[src/rtl/sensor_result_pkg.sv]
// constants for the sensor result and chip state register bank
// assumes a byte-wide register port driven by the serial front end on the same clock
package sensor_result_pkg;

  // ==========================================================
  // channels
  localparam int          NUM_CHAN     = 5;
  localparam logic [2:0]  CHAN_IR      = 3'h0;
  localparam logic [2:0]  CHAN_PROX1   = 3'h1;
  localparam logic [2:0]  CHAN_PROX2   = 3'h2;
  localparam logic [2:0]  CHAN_PROX3   = 3'h3;
  localparam logic [2:0]  CHAN_EXTRA   = 3'h4;

  // ==========================================================
  // register offsets
  localparam logic [7:0]  ADDR_RESULT_BASE            = 8'h24;
  localparam logic [7:0]  ADDR_IR_LIGHT_RESULT_HIGH   = 8'h25;
  localparam logic [7:0]  ADDR_PROX_ONE_RESULT_LOW    = 8'h26;
  localparam logic [7:0]  ADDR_PROX_ONE_RESULT_HIGH   = 8'h27;
  localparam logic [7:0]  ADDR_PROX_TWO_RESULT_LOW    = 8'h28;
  localparam logic [7:0]  ADDR_PROX_TWO_RESULT_HIGH   = 8'h29;
  localparam logic [7:0]  ADDR_PROX_THREE_RESULT_LOW  = 8'h2A;
  localparam logic [7:0]  ADDR_PROX_THREE_RESULT_HIGH = 8'h2B;
  localparam logic [7:0]  ADDR_EXTRA_CHANNEL_LOW      = 8'h2C;
  localparam logic [7:0]  ADDR_EXTRA_CHANNEL_HIGH     = 8'h2D;
  localparam logic [7:0]  ADDR_PARAM_READBACK_MAILBOX = 8'h2E;
  localparam logic [7:0]  ADDR_CHIP_POWER_STATE       = 8'h30;

  // ==========================================================
  // reset values and chip state fields
  localparam logic [15:0] RESULT_RESET  = 16'h0000;
  localparam logic [7:0]  BYTE_RESET    = 8'h00;
  localparam int          STAT_SLEEP    = 0;
  localparam int          STAT_SUSPEND  = 1;
  localparam int          STAT_RUNNING  = 2;

  // power state reported by the sequencer
  typedef enum logic [1:0] {
    PWR_OFF     = 2'b00,
    PWR_SLEEP   = 2'b01,
    PWR_SUSPEND = 2'b10,
    PWR_RUNNING = 2'b11
  } power_state_t;

endpackage

[src/rtl/sensor_result_status_regs.sv]
// result, parameter read-back and chip state registers of the sensor register map
// assumes the serial front end and the measurement sequencer run on ref_clk_i
//
// What this block does
// - ir light result high byte at 0x25, low byte at 0x24.
// - proximity one result: low byte 0x26, high byte 0x27.
// - proximity two result: low byte 0x28, high byte 0x29.
// - proximity three result: low byte 0x2A, high byte 0x2B.
// - extra channel result: low byte 0x2C, high byte 0x2D.
// - mailbox at 0x2E returns a parameter value from sequencer to host.
// - chip state bit 0 is sleep, bit 2 is awake, bits 7:3 zero.
// - chip state bit 1 set while suspended waiting for a measurement.
// - all results, mailbox and chip state reset to zero.
// - interrupt output asserts when any pending flag has its enable set.
`timescale 1ns/1ps

module sensor_result_status_regs (
  input  wire logic        ref_clk_i,
  input  wire logic        reset_n_i,
  input  wire logic [7:0]  reg_addr_i,
  input  wire logic        reg_wr_i,
  input  wire logic [7:0]  reg_wdata_i,
  input  wire logic        reg_rd_i,
  output logic      [7:0]  reg_rdata_o,
  input  wire logic        meas_done_i,
  input  wire logic [2:0]  meas_chan_i,
  input  wire logic [15:0] meas_value_i,
  input  wire logic        param_load_i,
  input  wire logic [7:0]  param_value_i,
  input  wire logic [1:0]  power_state_i,
  input  wire logic [7:0]  irq_status_i,
  input  wire logic [7:0]  irq_enable_i,
  output logic             irq_o
);

  // ==========================================================
  // state
  typedef struct packed {
    logic [sensor_result_pkg::NUM_CHAN-1:0][15:0] result;
    logic [7:0]                                   mailbox;
    logic [7:0]                                   chip_stat;
    logic [7:0]                                   rdata;
    logic                                         irq;
  } state_t;

  state_t cur;
  state_t next_cur;
  sensor_result_pkg::power_state_t pwr;

  assign pwr = sensor_result_pkg::power_state_t'(power_state_i);

  // ==========================================================
  // next state
  // a sequencer load beats a host write in the same cycle so a sample is never torn
  always_comb begin
    logic [7:0] lo_addr;
    logic [7:0] rd_val;
    lo_addr  = 8'h00;
    rd_val   = 8'h00;
    next_cur = cur;
    for (int ch = 0; ch < sensor_result_pkg::NUM_CHAN; ch++) begin
      lo_addr = 8'(sensor_result_pkg::ADDR_RESULT_BASE + 8'(2 * ch));
      if (reg_wr_i && reg_addr_i == lo_addr) begin
        next_cur.result[ch][7:0] = reg_wdata_i;
      end
      if (reg_wr_i && reg_addr_i == 8'(lo_addr + 8'h01)) begin
        next_cur.result[ch][15:8] = reg_wdata_i;
      end
      if (meas_done_i && meas_chan_i == 3'(ch)) begin
        next_cur.result[ch] = meas_value_i;
      end
      if (reg_addr_i == lo_addr) begin
        rd_val = cur.result[ch][7:0];
      end
      if (reg_addr_i == 8'(lo_addr + 8'h01)) begin
        rd_val = cur.result[ch][15:8];
      end
    end
    // mailbox: host may write, the sequencer's answer wins
    if (reg_wr_i && reg_addr_i == sensor_result_pkg::ADDR_PARAM_READBACK_MAILBOX) begin
      next_cur.mailbox = reg_wdata_i;
    end
    if (param_load_i) begin
      next_cur.mailbox = param_value_i;
    end
    if (reg_addr_i == sensor_result_pkg::ADDR_PARAM_READBACK_MAILBOX) begin
      rd_val = cur.mailbox;
    end
    // chip state is read only; host writes to it are dropped
    next_cur.chip_stat = sensor_result_pkg::BYTE_RESET;
    next_cur.chip_stat[sensor_result_pkg::STAT_SLEEP]   = (pwr == sensor_result_pkg::PWR_SLEEP);
    next_cur.chip_stat[sensor_result_pkg::STAT_SUSPEND] = (pwr == sensor_result_pkg::PWR_SUSPEND);
    next_cur.chip_stat[sensor_result_pkg::STAT_RUNNING] = (pwr == sensor_result_pkg::PWR_RUNNING);
    if (reg_addr_i == sensor_result_pkg::ADDR_CHIP_POWER_STATE) begin
      rd_val = cur.chip_stat;
    end
    // read data holds until the next read strobe; unmapped offsets read zero
    if (reg_rd_i) begin
      next_cur.rdata = rd_val;
    end
    next_cur.irq = |(irq_status_i & irq_enable_i);
  end

  // ==========================================================
  // registers; everything clears to zero
  always_ff @(posedge ref_clk_i or negedge reset_n_i) begin
    if (!reset_n_i) begin
      cur <= '0;
    end else begin
      cur <= next_cur;
    end
  end

  assign reg_rdata_o = cur.rdata;
  assign irq_o       = cur.irq;
endmodule

[config.mk]
export PLATFORM = sky130hd
export DESIGN_NAME = sensor_result_status_regs
export DESIGN_NICKNAME = d
export VERILOG_FILES = /design/src/rtl/sensor_result_pkg.sv /design/src/rtl/sensor_result_status_regs.sv
export SDC_FILE = /design/constraint.sdc
export NUM_CORES = 1
export LEC_CHECK = 0
export CAP_MARGIN = 20
export CELL_PAD_IN_SITES_DETAIL_PLACEMENT = 1
export CELL_PAD_IN_SITES_GLOBAL_PLACEMENT = 2
export CORE_MARGIN = 2
export CORE_UTILIZATION = 38
export DETAILED_ROUTE_END_ITERATION = 6
export DONT_BUFFER_PORTS = 1
export PLACE_DENSITY = 0.81
export SLEW_MARGIN = 25
export SYNTH_ARGS = -nofsm -noshare
export SYNTH_HDL_FRONTEND = slang
export SYNTH_SLANG_ARGS = --single-unit
[constraint.sdc]
create_clock -name ref_clk_i -period 1.3 [get_ports ref_clk_i]
set_input_delay 0.13 -clock ref_clk_i [delete_from_list [all_inputs] [get_ports ref_clk_i]]
set_output_delay 0.13 -clock ref_clk_i [all_outputs]
set_load 0.05 [all_outputs]
== Word-level counts from Yosys, hierarchy flattened ==
Index checks and enable logic that the tools add are counted.
Widths: inputs -> output; s select.

* Register bits after elaboration: 100
* Input port bits: 67
* Output and inout bits: 9
* Logic and storage cells: 92

* Equal/unequal tests: 19
* Multiplexer cells: 29
* Bitwise logic cells: 1
* Reductions and logical operators: 29

{| class="wikitable"
|+ Operators by type and width
! cell !! number
|-
| $mux 8 || 24
|-
| $eq 8x6->1 const B || 12
|-
| $mux 16 || 5
|-
| $reduce_bool 2->1 || 11
|-
| $logic_and 1x1->1 || 16
|-
| $and 8x8->8 || 1
|-
| $reduce_or 8->1 || 1
|-
| $eq 3x2->1 const B || 2
|-
| $eq 2x2->1 const B || 2
|-
| $eq 3x1->1 const B || 1
|-
| $eq 3x3->1 const B || 1
|-
| $logic_not 3->1 || 1
|-
| $eq 2x1->1 const B || 1
|}

== Longest topological paths before layout ==
* Depth after elaboration: 13
* Depth in mapped cells: 8
* Gate-level depth less buffers: 5

== Worst setup path before layout ==
Ideal clock, no wire load.

* Kind: input-to-reg
* From: in reg_addr_i[0]
* To: reg cur, in the netlist reg_rdata_o[3]
* Library setup time: 0.130 ns
* Arrival: 1.492 ns
* Data required time: 1.170 ns
* Path slack: -0.322 ns
* Stages on the path: 7
* Buffers on the path: 2
* Cells stage by stage: buf_6 > or4_1 > buf_2 > o21ai_4 > a2111oi_2 > a221oi_2 > o21ai_1

* Cells in the longest elaborated chain, start to end: 13
* Elaborated cells on any way between the ends: 24
* Those cells by class: eq/ne: 12; mux: 12

{| class="wikitable"
|+ RTL lines
! item !! RTL line !! text
|-
| start: declaration || sensor_result_status_regs.sv:20 || <nowiki>input wire logic [7:0] reg_addr_i,</nowiki>
|-
| $eq 8x6->1 || sensor_result_status_regs.sv:72 || <nowiki>if (reg_addr_i == lo_addr) begin</nowiki>
|-
| $mux 8 || sensor_result_status_regs.sv:72 ||
|-
| $mux 8 || sensor_result_status_regs.sv:75 || <nowiki>if (reg_addr_i == 8'(lo_addr + 8'h01)) begin</nowiki>
|-
| $mux 8 || sensor_result_status_regs.sv:72 ||
|-
| $mux 8 || sensor_result_status_regs.sv:75 ||
|-
| $mux 8 || sensor_result_status_regs.sv:72 ||
|-
| $mux 8 || sensor_result_status_regs.sv:75 ||
|-
| $mux 8 || sensor_result_status_regs.sv:72 ||
|-
| $mux 8 || sensor_result_status_regs.sv:75 ||
|-
| $mux 8 || sensor_result_status_regs.sv:72 ||
|-
| $mux 8 || sensor_result_status_regs.sv:75 ||
|-
| $mux 8 || sensor_result_status_regs.sv:86 || <nowiki>if (reg_addr_i == sensor_result_pkg::ADDR_PARAM_READBACK_MAILBOX) begin</nowiki>
|-
| $mux 8 (*) || sensor_result_status_regs.sv:94 || <nowiki>if (reg_addr_i == sensor_result_pkg::ADDR_CHIP_POWER_STATE) begin</nowiki>
|-
| end signal: assignment || sensor_result_status_regs.sv:110 || <nowiki>cur <= next_cur;</nowiki>
|-
| end: declaration || sensor_result_status_regs.sv:46 || <nowiki>state_t cur;</nowiki>
|}

Every way passes the cells marked *; elsewhere a longest branch is shown, timed or not.
A chain may end at the register's enable or synchronous reset.

== Worst setup path in the final report ==
* From: reg cur[44] (netlist bit)
* To: reg cur, in the netlist reg_rdata_o[3]

* Cells in the longest elaborated chain, start to end: 10

{| class="wikitable"
|+ RTL lines
! item !! RTL line
|-
| $mux 8 || sensor_result_status_regs.sv:72
|-
| $mux 8 || sensor_result_status_regs.sv:75
|-
| $mux 8 || sensor_result_status_regs.sv:72
|-
| $mux 8 || sensor_result_status_regs.sv:75
|-
| $mux 8 || sensor_result_status_regs.sv:72
|-
| $mux 8 || sensor_result_status_regs.sv:75
|-
| $mux 8 || sensor_result_status_regs.sv:72
|-
| $mux 8 || sensor_result_status_regs.sv:75
|-
| $mux 8 || sensor_result_status_regs.sv:86
|-
| $mux 8 || sensor_result_status_regs.sv:94
|}

No other way between the ends.

==> metrics.log <==
INFO  metric run_status = finished with violations
INFO  metric failed_checks = hold timing, setup timing
INFO  metric critical_path.slowest_cell = sky130_fd_sc_hd__a222oi_1
INFO  metric floorplan.initialDensity = 38.9%
INFO  metric first_global_vias = 5813
INFO  metric synth_edf_count = 0
INFO  metric antenna_violating_nets_post_route = 0
INFO  metric antenna_found_initial = 1
INFO  metric cts_buffers = 9
INFO  metric hold_ws = -0.532 ns
INFO  metric crit_buf_inv = 0
INFO  metric postSynthCellCount = 612
INFO  metric critical_path.top_delay_family = compound AO/OA/AOI/OAI gates
INFO  metric yosysTopAreaCellShare = 42.5%
INFO  metric final_max_slew_viol_count = 0
INFO  metric timing.critical_path.required = 1.54 ns
INFO  metric clock-sinks = 100
INFO  metric hold_violations = 104
INFO  metric timing.final.crit_period = 1.34 ns
INFO  metric netlist_top_cells_count = sky130_fd_sc_hd__dfrtp_1 (100), sky130_fd_sc_hd__mux2i_1 (96), sky130_fd_sc_hd__nand2_1 (88)
INFO  metric yosysSeqAreaShare = 42.5%
INFO  metric type_of_the_most_critical_hold_path = in2async
INFO  metric crit_reg_reg_startpoint = cur[44]
INFO  metric power.leakage = 3.55 nW
INFO  metric tritoncts = done
INFO  metric r2r_cells = 5
INFO  metric routed_wl = 23500 um
INFO  metric layout.nets = 755
INFO  metric drt_iter0_drc = 420
INFO  metric drv.max_cap_violation_count = 0
INFO  metric netlist_top_cells_area = sky130_fd_sc_hd__dfrtp_1 (43%), sky130_fd_sc_hd__mux2i_1 (16%), sky130_fd_sc_hd__o21ai_0 (6.5%)
INFO  metric r2r_setup_slack = -0.04 ns
INFO  metric grt_max_degree = 101
INFO  metric rows = 45
INFO  metric chipHeight = 128 um
INFO  metric critical_path.max_fanout = 2
INFO  metric htree_levels = 3
INFO  metric path_cells = nand2b_1, a32o_1, nand2_1, a222oi_1, o21ai_1
INFO  metric stdcell_area = 7510 sq um
INFO  metric port-buffer-count = 0
INFO  metric clk_pin_slew_worst_paths = 0.08 ns
INFO  metric grt_overflow = 0
INFO  metric floorplan.die_area = 16500 sq um
INFO  metric cts_buffer_depth = 2
INFO  metric grt_pass1_wl = 35200 um
INFO  metric synth_adder_area_share = 0%
INFO  metric slew-limit-headroom = 62.0%
INFO  metric die_x = 128 um
INFO  metric worst_path_arrival_time = 1.58 ns
INFO  metric gp_congestion = 0.992
INFO  metric fin_ws = -0.0394 ns
INFO  metric avgRoutedWirePerCell = 26.6 um
INFO  metric post_synth_and_or_nand_nor_area_fraction = 16.6%
INFO  metric endpoint_class_of_the_critical_path = flip-flop
INFO  metric synth_top_cell_by_area = sky130_fd_sc_hd__dfrtp_1
INFO  metric vias = 5421
INFO  metric drc_errors = 0
INFO  metric worst_slew_pin_slew = 0.569 ns
INFO  metric detailed_place.area = 6570 sq um
INFO  metric grt_usage = 28.9%
INFO  metric timing.rr.end = reg_rdata_o[3]
INFO  metric criticalPathCategory = reg2reg
INFO  metric post_synth_num_cell_types = 71
INFO  metric p_per_area = 1110 nW/um^2
INFO  metric clock.fmax = 747 MHz
INFO  metric core_region_area = 15100 sq um
INFO  metric clkLatencyLatePin = 0.37 ns
INFO  metric synth.mux.area_fraction = 17.1%
INFO  metric top_level_i_o_count = 76
INFO  metric synthesis_warning_total = 0
INFO  metric synth_top_family_by_area = compound AO/OA/AOI/OAI gates
INFO  metric setup.worst_path.start_class = flip-flop
INFO  metric synth_xor_area_share = 0%
INFO  metric mappedNetlistArea = 5890 sq um
INFO  metric area_added_between_synthesis_and_finish = 27.7%
INFO  metric period_share = 103%
INFO  metric cts_stage_hold_buffer_count = 48
INFO  metric synth_area_per_cell = 9.62 sq um
INFO  metric synth-main-ff-cell = sky130_fd_sc_hd__dfrtp_1
INFO  metric synth.ff_latch_count = 100
INFO  metric finalNonFillerCells = 882
INFO  metric synth.net_count = 679
INFO  metric dominant_cell_by_count_in_the_synthesized_netlist = sky130_fd_sc_hd__dfrtp_1
INFO  metric placedCellCount = 818
INFO  metric irDropWorstVdd = 0.000633 V
INFO  metric fin_skew = 0.00978 ns
INFO  metric clock_tree.root_cell = sky130_fd_sc_hd__clkbuf_16
INFO  metric grt_setup_unrepaired = true
INFO  metric detail_route.first_pass.iterations = 6
INFO  metric drive_gt1_share = 21.9%
INFO  metric finalSetupViolCount = 3
INFO  metric crit_path_max_incr_delay = 0.41 ns
INFO  metric synth_compound_area_share = 18.9%
INFO  metric async_s_r_ff_share_synth = 100%
INFO  metric via_per_inst = 6.15
INFO  metric dpl.hpwl = 15700 um
## metrics by stage
stage	utilization, %	setup WS (ns)	setup TNS [ns]	power, mW	hold slack (ns)
after floorplan	-	-0.285	-13.72	4.81	-0.166
after global placement	43.4	-0.447	-10.48	5.11	-0.158
after detailed placement	43.4	-0.470	-14.03	5.21	-0.158
after CTS	49.3	-0.0644	-0.146	8.33	-0.545
after global routing	49.6	-0.0665	-0.189	8.68	-0.550
final	49.6	-0.0394	-0.0654	8.37	-0.532
## how the worst max path moves through the flow
stage / from / endpoint / slack (ns) / cells past startpoint
floorplan: reg_addr_i[0] / reg_rdata_o[3] / -0.29 / 7
global placement: reg_addr_i[4] / reg_rdata_o[0] / -0.45 / 6
detailed placement: reg_addr_i[6] / reg_rdata_o[0] / -0.47 / 7
CTS: cur[44] / reg_rdata_o[3] / -0.06 / 5
global route: cur[20] / reg_rdata_o[3] / -0.07 / 5
finish: cur[44] / reg_rdata_o[3] / -0.04 / 5
## sequential cells by signal, summed over array words and instances (netlist names)
register,flops
cur,91
reg_rdata_o,8
irq_o,1
## area by class of cell
type | instances | area, sq um
repair buffers | 117 | 1070
inverters | 4 | 15.0
flip-flops and latches | 100 | 2500
clock inverters | 6 | 71.3
clock buffers | 10 | 239
multi-input cells | 456 | 3380
diodes | 1 | 2.50
well taps | 188 | 235
fillers | 1681 | 7630
## repair_timing
| action | CTS | global route |
|---|---|---|
| setup buffers | 1 | 1 |
| resized for setup | 20 | 9 |
| cloned | 0 | 0 |
| pin swaps | 10 | 8 |
| endpoints found under the hold margin | 198 | 100 |
| endpoints found under the setup margin | 8 | 12 |
## logic make-up (layout without fill, tap and decap cells)
kind of cell	Yosys count	count (layout)
simple gates	186	186
other cells	0	1
compound gates	170	170
buf+inv	56	137
flops	100	100
mux	100	100
## where the power goes
group          leakage, nW  internal, mW  total [mW]  switching (mW)
sequential            1.24          3.64        4.08           0.443
clock                0.146          1.56        2.89            1.33
combinational         2.16         0.686        1.39           0.708
## cells in the final DEF (no fill, tap or decap), drive strengths merged, types with 10 or more instances in the layout
master	n
nand2	93
mux2i	96
dlygate4sd3	48
nor2b	12
o21ai	83
dfrtp	100
buf	69
nor2	28
a21oi	21
clkbuf	10
## worst reg2reg max path: cells and delay by family (launching register included)
family / cells / cell delay, ns
AOI/OAI and AO/OA: 3 / 0.69
DFF: 1 / 0.38
and+or+nand+nor: 2 / 0.15
## routing by layer
metal	vias up	GRT usage, %	wire length [um]
met5	-	0	0
li1	2387	-	-
met3	61	5.53	1290
met1	2781	36.2	9680
met4	0	14.2	992
met2	192	48.1	11500
Note: power is estimated with default switching activity, not from simulation.
